**src/logic/scmp_pkg.sv**
```systemverilog
// package: register map, field layout and timing constants of the supply comparator
`default_nettype none
package scmp_pkg;

  // ----------------------------------------------------------------
  // register offsets
  // ----------------------------------------------------------------
  localparam logic [7:0] SCMP_OFF_CTRL   = 8'h00;
  localparam logic [7:0] SCMP_OFF_INSEL  = 8'h04;
  localparam logic [7:0] SCMP_OFF_STATUS = 8'h08;
  localparam logic [7:0] SCMP_OFF_IEN    = 8'h0C;
  localparam logic [7:0] SCMP_OFF_IF     = 8'h10;
  localparam logic [7:0] SCMP_OFF_IFS    = 8'h14;
  localparam logic [7:0] SCMP_OFF_IFC    = 8'h18;

  // ----------------------------------------------------------------
  // field positions and reset values
  // ----------------------------------------------------------------
  localparam int         SCMP_B_HALF     = 30;
  localparam int         SCMP_B_BIAS_LO  = 24;
  localparam int         SCMP_B_FALL     = 17;
  localparam int         SCMP_B_RISE     = 16;
  localparam int         SCMP_B_WARM_LO  = 8;
  localparam int         SCMP_B_HYST     = 4;
  localparam int         SCMP_B_IDLE     = 2;
  localparam int         SCMP_B_EN       = 0;
  localparam int         SCMP_B_LOW_POWER_REFERENCE    = 8;
  localparam int         SCMP_B_THR_LO   = 0;
  localparam int         SCMP_B_OUT      = 1;
  localparam int         SCMP_B_ACT      = 0;
  localparam int         SCMP_B_WARMUP   = 1;
  localparam int         SCMP_B_EDGE     = 0;
  localparam logic [3:0] SCMP_BIAS_RST   = 4'h7;
  localparam logic [5:0] SCMP_THR_RST    = 6'h00;
  localparam logic [2:0] SCMP_WARM_RST   = 3'h0;
  // shortest warm-up, as log2 of cycles
  localparam int         SCMP_WARM_MIN_LOG2 = 2;
  localparam int         SCMP_CNT_W      = 10;

  typedef struct packed {
    logic       bias_halving;
    logic [3:0] bias_level_code;
    logic       falling_sense;
    logic       rising_sense;
    logic [2:0] warmup_length;
    logic       hysteresis_on;
    logic       idle_output_level;
    logic       enable;
  } scmp_ctrl_t;

  typedef struct packed {
    logic       warmup;
    logic       edge_evt;
  } scmp_irq_t;

  typedef enum logic [1:0] {SCMP_OFF, SCMP_WARMING, SCMP_ACTIVE} scmp_state_t;

endpackage
`default_nettype wire

```
**src/logic/scmp_regs.sv**
```systemverilog
// supply comparator register bank with warm-up sequencer and edge detection
//
// Chosen here: the APB register port.
`timescale 1ns/10ps
`default_nettype none
module scmp_regs
  import scmp_pkg::*;
(
  input  wire logic        pclk,                 // peripheral clock, 40 MHz
  input  wire logic        presetn,              // async reset, active low
  input  wire logic        psel,                 // apb select
  input  wire logic        penable,              // apb access phase
  input  wire logic        pwrite,               // apb write
  input  wire logic [7:0]  paddr,                // apb byte address
  input  wire logic [31:0] pwdata,               // apb write data
  output logic      [31:0] prdata,               // apb read data
  output logic             pready,               // apb ready
  output logic             pslverr,              // apb error, unmapped address
  input  wire logic        comparator_raw,       // asynchronous analog comparator output
  output logic             analog_enable,        // powers the analog comparator
  output logic             bias_halving,         // halve bias current
  output logic      [3:0]  bias_level_code,      // bias current level
  output logic             hysteresis_on,        // 20 mV hysteresis
  output logic             low_power_reference,  // low-power reference mode
  output logic      [5:0]  threshold_code,       // supply trigger level
  output logic             comparator_output,    // synchronised or idle level
  output logic             comparator_active,    // warmed up and enabled
  output logic             irq                   // interrupt request
);

  // ----------------------------------------------------------------
  // apb decode
  // ----------------------------------------------------------------
  function automatic logic addr_hit(input logic [7:0] a, input logic [7:0] off);
    addr_hit = (a == off);
  endfunction

  logic        wr_en;
  logic        rd_setup;
  logic        mapped;
  assign wr_en  = psel && penable && pwrite;
  assign rd_setup = psel && !penable && !pwrite;
  assign mapped = addr_hit(paddr, SCMP_OFF_CTRL) || addr_hit(paddr, SCMP_OFF_INSEL) ||
                  addr_hit(paddr, SCMP_OFF_STATUS) || addr_hit(paddr, SCMP_OFF_IEN) ||
                  addr_hit(paddr, SCMP_OFF_IF) || addr_hit(paddr, SCMP_OFF_IFS) ||
                  addr_hit(paddr, SCMP_OFF_IFC);
  assign pready  = 1'b1;
  assign pslverr = psel && penable && !mapped;

  // ----------------------------------------------------------------
  // control and input selection registers
  // ----------------------------------------------------------------
  scmp_ctrl_t  ctrl_reg;
  logic        low_power_reference_reg;
  logic [5:0]  thr_reg;
  scmp_irq_t   ien_reg;
  scmp_irq_t   if_reg;

  always_ff @(posedge pclk or negedge presetn) begin
    if (!presetn) begin
      ctrl_reg.bias_halving      <= 1'b0;
      ctrl_reg.bias_level_code   <= SCMP_BIAS_RST;
      ctrl_reg.falling_sense     <= 1'b0;
      ctrl_reg.rising_sense      <= 1'b0;
      ctrl_reg.warmup_length     <= SCMP_WARM_RST;
      ctrl_reg.hysteresis_on     <= 1'b0;
      ctrl_reg.idle_output_level <= 1'b0;
      ctrl_reg.enable            <= 1'b0;
    end else if (wr_en && addr_hit(paddr, SCMP_OFF_CTRL)) begin
      ctrl_reg.bias_halving      <= pwdata[SCMP_B_HALF];
      ctrl_reg.bias_level_code   <= pwdata[SCMP_B_BIAS_LO +: 4];
      ctrl_reg.falling_sense     <= pwdata[SCMP_B_FALL];
      ctrl_reg.rising_sense      <= pwdata[SCMP_B_RISE];
      ctrl_reg.warmup_length     <= pwdata[SCMP_B_WARM_LO +: 3];
      ctrl_reg.hysteresis_on     <= pwdata[SCMP_B_HYST];
      ctrl_reg.idle_output_level <= pwdata[SCMP_B_IDLE];
      ctrl_reg.enable            <= pwdata[SCMP_B_EN];
    end
  end

  always_ff @(posedge pclk or negedge presetn) begin
    if (!presetn) begin
      low_power_reference_reg <= 1'b0;
      thr_reg   <= SCMP_THR_RST;
    end else if (wr_en && addr_hit(paddr, SCMP_OFF_INSEL)) begin
      low_power_reference_reg <= pwdata[SCMP_B_LOW_POWER_REFERENCE];
      thr_reg   <= pwdata[SCMP_B_THR_LO +: 6];
    end
  end

  always_ff @(posedge pclk or negedge presetn) begin
    if (!presetn) begin
      ien_reg <= '0;
    end else if (wr_en && addr_hit(paddr, SCMP_OFF_IEN)) begin
      ien_reg.warmup   <= pwdata[SCMP_B_WARMUP];
      ien_reg.edge_evt <= pwdata[SCMP_B_EDGE];
    end
  end

  assign analog_enable       = ctrl_reg.enable;
  assign bias_halving        = ctrl_reg.bias_halving;
  assign bias_level_code     = ctrl_reg.bias_level_code;
  assign hysteresis_on       = ctrl_reg.hysteresis_on;
  assign low_power_reference = low_power_reference_reg;
  assign threshold_code      = thr_reg;

  // ----------------------------------------------------------------
  // warm-up sequencer
  // ----------------------------------------------------------------
  scmp_state_t           state_reg;
  logic [SCMP_CNT_W-1:0] warm_cnt_reg;
  logic [SCMP_CNT_W-1:0] warm_len;
  logic                  warm_done;

  // 4 << code cycles
  assign warm_len  = SCMP_CNT_W'(1) << (SCMP_WARM_MIN_LOG2 + int'(ctrl_reg.warmup_length));
  assign warm_done = (state_reg == SCMP_WARMING) && (warm_cnt_reg == warm_len - SCMP_CNT_W'(1));

  always_ff @(posedge pclk or negedge presetn) begin
    if (!presetn) begin
      state_reg    <= SCMP_OFF;
      warm_cnt_reg <= '0;
    end else begin
      case (state_reg)
        SCMP_OFF: begin
          warm_cnt_reg <= '0;
          if (ctrl_reg.enable) begin
            state_reg <= SCMP_WARMING;
          end
        end
        SCMP_WARMING: begin
          if (!ctrl_reg.enable) begin
            state_reg <= SCMP_OFF;
          end else if (warm_done) begin
            state_reg <= SCMP_ACTIVE;
          end else begin
            warm_cnt_reg <= warm_cnt_reg + SCMP_CNT_W'(1);
          end
        end
        SCMP_ACTIVE: begin
          if (!ctrl_reg.enable) begin
            state_reg <= SCMP_OFF;
          end
        end
        default: state_reg <= SCMP_OFF;
      endcase
    end
  end

  // ----------------------------------------------------------------
  // output synchroniser and edge detection
  // ----------------------------------------------------------------
  logic sync1_reg;
  logic sync2_reg;
  logic out_reg;
  logic out_next;
  logic act_reg;
  logic rise_evt;
  logic fall_evt;

  always_ff @(posedge pclk or negedge presetn) begin
    if (!presetn) begin
      sync1_reg <= 1'b0;
      sync2_reg <= 1'b0;
    end else begin
      sync1_reg <= comparator_raw;
      sync2_reg <= sync1_reg;
    end
  end

  assign out_next = (state_reg == SCMP_ACTIVE) ? sync2_reg : ctrl_reg.idle_output_level;

  always_ff @(posedge pclk or negedge presetn) begin
    if (!presetn) begin
      out_reg <= 1'b0;
      act_reg <= 1'b0;
    end else begin
      out_reg <= out_next;
      act_reg <= (state_reg == SCMP_ACTIVE);
    end
  end

  assign rise_evt = ctrl_reg.rising_sense && out_next && !out_reg;
  assign fall_evt = ctrl_reg.falling_sense && !out_next && out_reg;
  assign comparator_output = out_reg;
  assign comparator_active = act_reg;

  // ----------------------------------------------------------------
  // interrupt flags: hardware and set win over clear
  // ----------------------------------------------------------------
  logic ifs_wr;
  logic ifc_wr;
  assign ifs_wr = wr_en && addr_hit(paddr, SCMP_OFF_IFS);
  assign ifc_wr = wr_en && addr_hit(paddr, SCMP_OFF_IFC);

  always_ff @(posedge pclk or negedge presetn) begin
    if (!presetn) begin
      if_reg <= '0;
    end else begin
      if (warm_done || (ifs_wr && pwdata[SCMP_B_WARMUP])) begin
        if_reg.warmup <= 1'b1;
      end else if (ifc_wr && pwdata[SCMP_B_WARMUP]) begin
        if_reg.warmup <= 1'b0;
      end
      if (rise_evt || fall_evt || (ifs_wr && pwdata[SCMP_B_EDGE])) begin
        if_reg.edge_evt <= 1'b1;
      end else if (ifc_wr && pwdata[SCMP_B_EDGE]) begin
        if_reg.edge_evt <= 1'b0;
      end
    end
  end

  assign irq = |(if_reg & ien_reg);

  // ----------------------------------------------------------------
  // read mux, captured into prdata at the end of the setup cycle
  // ----------------------------------------------------------------
  logic [31:0] rdata_next;
  always_comb begin
    rdata_next = '0;
    if (addr_hit(paddr, SCMP_OFF_CTRL)) begin
      rdata_next[SCMP_B_HALF]           = ctrl_reg.bias_halving;
      rdata_next[SCMP_B_BIAS_LO +: 4]  = ctrl_reg.bias_level_code;
      rdata_next[SCMP_B_FALL]           = ctrl_reg.falling_sense;
      rdata_next[SCMP_B_RISE]           = ctrl_reg.rising_sense;
      rdata_next[SCMP_B_WARM_LO +: 3]  = ctrl_reg.warmup_length;
      rdata_next[SCMP_B_HYST]           = ctrl_reg.hysteresis_on;
      rdata_next[SCMP_B_IDLE]           = ctrl_reg.idle_output_level;
      rdata_next[SCMP_B_EN]             = ctrl_reg.enable;
    end else if (addr_hit(paddr, SCMP_OFF_INSEL)) begin
      rdata_next[SCMP_B_LOW_POWER_REFERENCE]          = low_power_reference_reg;
      rdata_next[SCMP_B_THR_LO +: 6]   = thr_reg;
    end else if (addr_hit(paddr, SCMP_OFF_STATUS)) begin
      rdata_next[SCMP_B_OUT]            = out_reg;
      rdata_next[SCMP_B_ACT]            = act_reg;
    end else if (addr_hit(paddr, SCMP_OFF_IEN)) begin
      rdata_next[SCMP_B_WARMUP]         = ien_reg.warmup;
      rdata_next[SCMP_B_EDGE]           = ien_reg.edge_evt;
    end else if (addr_hit(paddr, SCMP_OFF_IF)) begin
      rdata_next[SCMP_B_WARMUP]         = if_reg.warmup;
      rdata_next[SCMP_B_EDGE]           = if_reg.edge_evt;
    end
  end

  // sampled at the end of the setup cycle so prdata comes from a flop and
  // still meets the zero-wait access; cleared again after the access
  logic [31:0] prdata_reg;

  always_ff @(posedge pclk or negedge presetn) begin
    if (!presetn) begin
      prdata_reg <= '0;
    end else if (rd_setup) begin
      prdata_reg <= rdata_next;
    end else begin
      prdata_reg <= '0;
    end
  end

  assign prdata = prdata_reg;
endmodule
`default_nettype wire

```
**config.mk**
```make
export PLATFORM = sky130hd
export DESIGN_NAME = scmp_regs
export DESIGN_NICKNAME = d
export VERILOG_FILES = /design/src/logic/scmp_pkg.sv /design/src/logic/scmp_regs.sv
export SDC_FILE = /design/constraint.sdc
export NUM_CORES = 1
export LEC_CHECK = 0
export BUFFER_PORTS_ARGS = -buffer_cell sky130_fd_sc_hd__buf_4
export CAP_MARGIN = 20
export CORE_MARGIN = 5
export CORE_UTILIZATION = 45
export DETAILED_ROUTE_END_ITERATION = 10
export HOLD_SLACK_MARGIN = 0.05
export PLACE_DENSITY = 0.72
export SETUP_SLACK_MARGIN = 0.1
export SKIP_CTS_REPAIR_TIMING = 1
export SLEW_MARGIN = 20
export SYNTH_ARGS = -nofsm -noshare
export SYNTH_HDL_FRONTEND = slang
export SYNTH_SLANG_ARGS = --single-unit
```
**constraint.sdc**
```tcl
create_clock -name pclk -period 4.14 [get_ports pclk]
set_input_delay 0.621 -clock pclk [delete_from_list [all_inputs] [get_ports pclk]]
set_output_delay 0.621 -clock pclk [all_outputs]
set_load 0.02 [all_outputs]
```
Word level (Yosys, flattened, before mapping)
Index checks and enable logic that the tools add are counted. Widths: inputs -> output; s select.

Output and inout bits: 51. Input port bits: 46. RAM bits: 0. Memory bits (read-only): 0. Latch bits: 0. Memories: 0. Register bits: 72.

Muxes and demuxes: 31. Bitwise operators: 1. Reduce and logical (&&, ||, !) cells: 41. $lt $le $gt $ge: 0. Add/subtract/negate cells: 3. Shifts and indexed selects: 1. Div/mod/pow operators: 0. Equal/unequal tests: 14. Multiply operators: 0.

Operators with widths (number): $mux 31 (1); $eq 8x5->1 const B (3); $mux 10 (2); $mux 2 (10); $pmux 10 s2 (1); $logic_and 1x1->1 (19); $eq 8x4->1 const B (2); $mux 1 (14); $add 10x1->10 const B (1); $eq 10x10->1 (1); $shl 1x4->10 const A (1); $sub 10x1->10 const B (1); $logic_or 1x1->1 (9); $eq 8x3->1 const B (1); $logic_not 8->1 (1); $mux 4 (2); $ne 2x2->1 const B (4); $pmux 2 s3 (1); $reduce_and 3->1 (2); $reduce_bool 2->1 (3); $logic_not 1->1 (5); $add 2x3->4 const A (1); $ne 3x3->1 const B (1); $and 2x2->2 (1); 4 further kinds (4).

Logic depth before layout (Yosys ltp)
Depth after elaboration: 9. Mapped depth: 14. Mapped depth without buffers: 11.

Least setup slack after synthesis
Ideal clock, no wire load.

Path kind: flip-flop to flip-flop. From: register ctrl_reg[4] (netlist name). To: register warm_cnt_reg[6]. Required time: 4062 ps. Library setup time: 78 ps. Path slack: 709 ps. Data arrival time: 3354 ps. Path buffers: 2. Stages on the path, launching flop included: 14. Path through: dfrtp_1 > buf_2 > inv_1 > ha_1 > buf_6 > or4b_4 > ha_1 > nor2_1 > nor4_1 > o221a_2 > nor3_1 > o21ai_2 > or4_1 > a21oi_1.

Word-level cells in the longest chain between the ends: 7.

RTL lines: start: declaration (line scmp_regs.sv:53) `scmp_ctrl_t ctrl_reg;`; $add 2x3->4 (line scmp_regs.sv:116) `assign warm_len = SCMP_CNT_W'(1) << (SCMP_WARM_MIN_LOG2 + int'(ctrl_reg.warmup_length));`; $shl 1x4->10 (line scmp_regs.sv:116); $sub 10x1->10 (line scmp_regs.sv:117) `assign warm_done = (state_reg == SCMP_WARMING) && (warm_cnt_reg == warm_len - SCMP_CNT_W'(1));`; $eq 10x10->1 (line scmp_regs.sv:117); $logic_and 1x1->1 (line scmp_regs.sv:117); $ne 2x2->1 (no source line); $reduce_and 3->1 (no source line); end signal: assignment (line scmp_regs.sv:137) `warm_cnt_reg <= warm_cnt_reg + SCMP_CNT_W'(1);`; end: declaration (line scmp_regs.sv:111) `logic [SCMP_CNT_W-1:0] warm_cnt_reg;`.

Every way passes these cells. A chain may end at the register's enable or synchronous reset.

Worst setup path in the final report
From: register ctrl_reg[5] (netlist name). To: register warm_cnt_reg[6].

Same word-level chain as after synthesis.

==> results.txt <==
max_slew headroom - 55.0%
pre-CTS worst setup slack - 0.388 ns
H-tree depth - 2
hold_ws - 0.327 ns
Buf+Inv Stages, Crit Path - 1
critical path class - flip-flop to flip-flop
Setup Skew - 0.0126 ns
die height - 90.5 µm
Die Area - 8190 µm²
setup tns final - 0 ns
synth top area cells - dfrtp_1 45%, mux2_2 9.6%, buf_4 5.4%
overall die width - 90.5 µm
share of cells above drive strength 1 - 32.0%
crit path time final - 3.74 ns
Power per Cell Area - 275 nW/µm²
Crit path top cell by count - ha_1
gr ovfl total - 0
Post-synth top flop - dfrtp_1
Initial DRC Count - 102
via count - 2191
clk sinks - 56
DR vias/cell - 5.37
maximum clock rate - 268 MHz
Yosys top cell area share - 45.5%
post-route ant nets - 0
multi-input logic area - 1350 µm²
VDD IR max - 0.208 mV
port bufs - 63
sequential area share after synthesis - 48.2%
Critical Path AT - 3.97 ns
final hold violations - 0
WL/cell - 14.9 µm
Sw Pwr - 242 µW
post-DP HPWL - 4610 µm
max reg flops - 16
Worst path top cell family by delay - simple AND/OR/NAND/NOR gates
post-synth top area cell - dfrtp_1
Post-synth EDFFs - 0
area grow syn2layout - 18.5%
flop and latch count out of synthesis - 56
Cells after Synth - 272
Clock power frac - 33.0%
worst-case clock buffer depth - 2
sequential share of power - 58.4%
GRT Util Overall - 15.4%
clk_lat worst skew - 0.31 ns
Worst Hold Class - input port to async pin
CP peak stage delay - 0.56 ns
root buffer cell - clkbuf_8
Layout fillers - 577
Post-Route WL - 6090 µm
setup ws final - 0.402 ns
Startpoint Class - flip-flop
Netlist cell types - 52
Core ar. - 6310 µm²
I/O pin count - 97
Layout Nets - 383
synth warn - 0
Slew Viols, Final - 0
Remaining DRCs - 0
global-route wire length before repair - 10500 µm
number of max-cap violations - 0
status - completed
Slew @ Worst Pin - 0.675 ns
pin count of the biggest net entering global routing - 57
CP cell instances - inv_1 > ha_1 > or4b_4 > ha_1 > nor2_1 > nor4_1 > o221a_2 > nor3_1 > o21ai_2 > or4_1 > a21oi_1
CP Data Required Time - 4.38 ns
P_int - 709 µW
Storage cell area - 1410 µm²
drt first pass iters - 4
worst-path fanout max - 18
antenna cells - 0
CP endpoint kind - flip-flop
Synth async-reset ratio - 100%
RSZ-0062 raised after global routing - no
Avg Cell Area, Syn - 10.7 µm²
Finished Cell Area - 3460 µm²
setup violators final - 0
most frequent cell after synthesis - dfrtp_1
Gate power share - 8.6%
clock-pin slew on the worst setup and hold paths - 0.11 ns
synth cell count leaders - 53 x dfrtp_1, 25 x mux2_2, 21 x buf_4
routability cong. - 0.786
period utilisation layout - 90.3%
Placed Area - 3360 µm²
initial antenna violation count - 0
Mapped Area - 2920 µm²
Initial Util - 46.2%
CTS tree - yes
switching share of power - 25.5%
vias in the first global route - 2239
row cnt - 29
P_leak - 0.00172 µW
Final Core Density - 54.8%
slowest stage cell, crit path - or4b_4
CTS buffer count - 5
==> path summary, 6_finish.rpt <==
| path | from | end | slack [ns] | cells after the start |
|---|---|---|---|---|
| min in group pclk | sync1_reg$_DFF_PN0_ | sync2_reg$_DFF_PN0_ | 0.37 | 0 |
| max in group asynchronous | presetn | warm_cnt_reg[6]$_DFFE_PN0P_ | 3.35 | 1 |
| worst min register to register | sync1_reg$_DFF_PN0_ | sync2_reg$_DFF_PN0_ | 0.37 | 0 |
| worst max register to register | ctrl_reg[5]$_DFFE_PN0P_ | warm_cnt_reg[6]$_DFFE_PN0P_ | 0.40 | 11 |
| worst min-delay path | presetn | threshold_code[3]$_DFFE_PN0P_ | 0.33 | 1 |
| worst max-delay path | ctrl_reg[5]$_DFFE_PN0P_ | warm_cnt_reg[6]$_DFFE_PN0P_ | 0.40 | 11 |
==> per-layer routing <==
metal,track usage (%),share of wire [%],wire length (µm)
met5,0,0,0
met4,4.84,1.4,85
met3,4.00,6.1,370
met2,26.5,51,3100
met1,18.8,42,2530
==> power groups by stage <==
stage / combinational [µW] / sequential [µW] / clock, µW
finish: 81.8 / 556 / 313
global route: 89.6 / 557 / 345
CTS: 82.6 / 556 / 323
detailed placement: 82.5 / 566 / 0
global placement: 80.9 / 566 / 0
floorplan: 51.1 / 567 / 0
==> cells in the final DEF, fill, tap and decap left out, drive strengths merged, types with 2 or more instances in the layout <==
| cell | instances |
|---|---|
| and3 | 7 |
| or4 | 4 |
| o22ai | 3 |
| buf | 65 |
| dfrtp | 53 |
| mux2 | 25 |
| or3 | 6 |
| nor3b | 2 |
| ha | 7 |
| clkbuf | 5 |
| xor2 | 2 |
| nor4 | 3 |
| nand3b | 2 |
| nand3 | 7 |
| a311o | 2 |
| inv | 8 |
| mux2i | 4 |
| xnor2 | 4 |
| nand2 | 15 |
| o21ai | 9 |
| nor3 | 10 |
| conb | 17 |
| and3b | 2 |
| and2 | 9 |
| nand2b | 2 |
| nor2b | 3 |
| a22oi | 2 |
| a21oi | 10 |
| a21boi | 3 |
| nor2 | 14 |
| o31ai | 6 |
| dfstp | 3 |
==> worst reg2reg max path: stages, from the launching register on <==
cell and delay (ns):
dfrtp_1 0.41, inv_1 0.10, ha_1 0.40, or4b_4 0.56
ha_1 0.24, nor2_1 0.16, nor4_1 0.09, o221a_2 0.28
nor3_1 0.41, o21ai_2 0.29, or4_1 0.56, a21oi_1 0.16
==> logic make-up after synthesis <==
family | count (synthesis) | synth area share [%]
mux | 29 | 11.0
other cells | 2 | 0.257
compound gates | 42 | 9.65
xor+xnor | 6 | 1.80
buf+inv | 36 | 7.63
flops | 56 | 48.2
simple gates | 94 | 18.5
fa+ha+maj | 7 | 3.00
==> area by class of cell <==
| cell class | instances | area share, % |
|---|---|---|
| flip-flops and latches | 56 | 40.6 |
| clock inverters | 3 | 0.796 |
| multi-input cells | 195 | 38.9 |
| well taps | 77 | 2.79 |
| inverters | 7 | 0.760 |
| repair buffers | 65 | 14.1 |
| clock buffers | 5 | 1.99 |
==> per-stage QoR <==
stage                     instances  total power (µW)
after floorplan                 287               618
after global placement          400               647
after detailed placement        400               649
after CTS                       408               961
after global routing            408               991
final                           408               951
No activity file was read; power rests on OpenSTA's default activity.
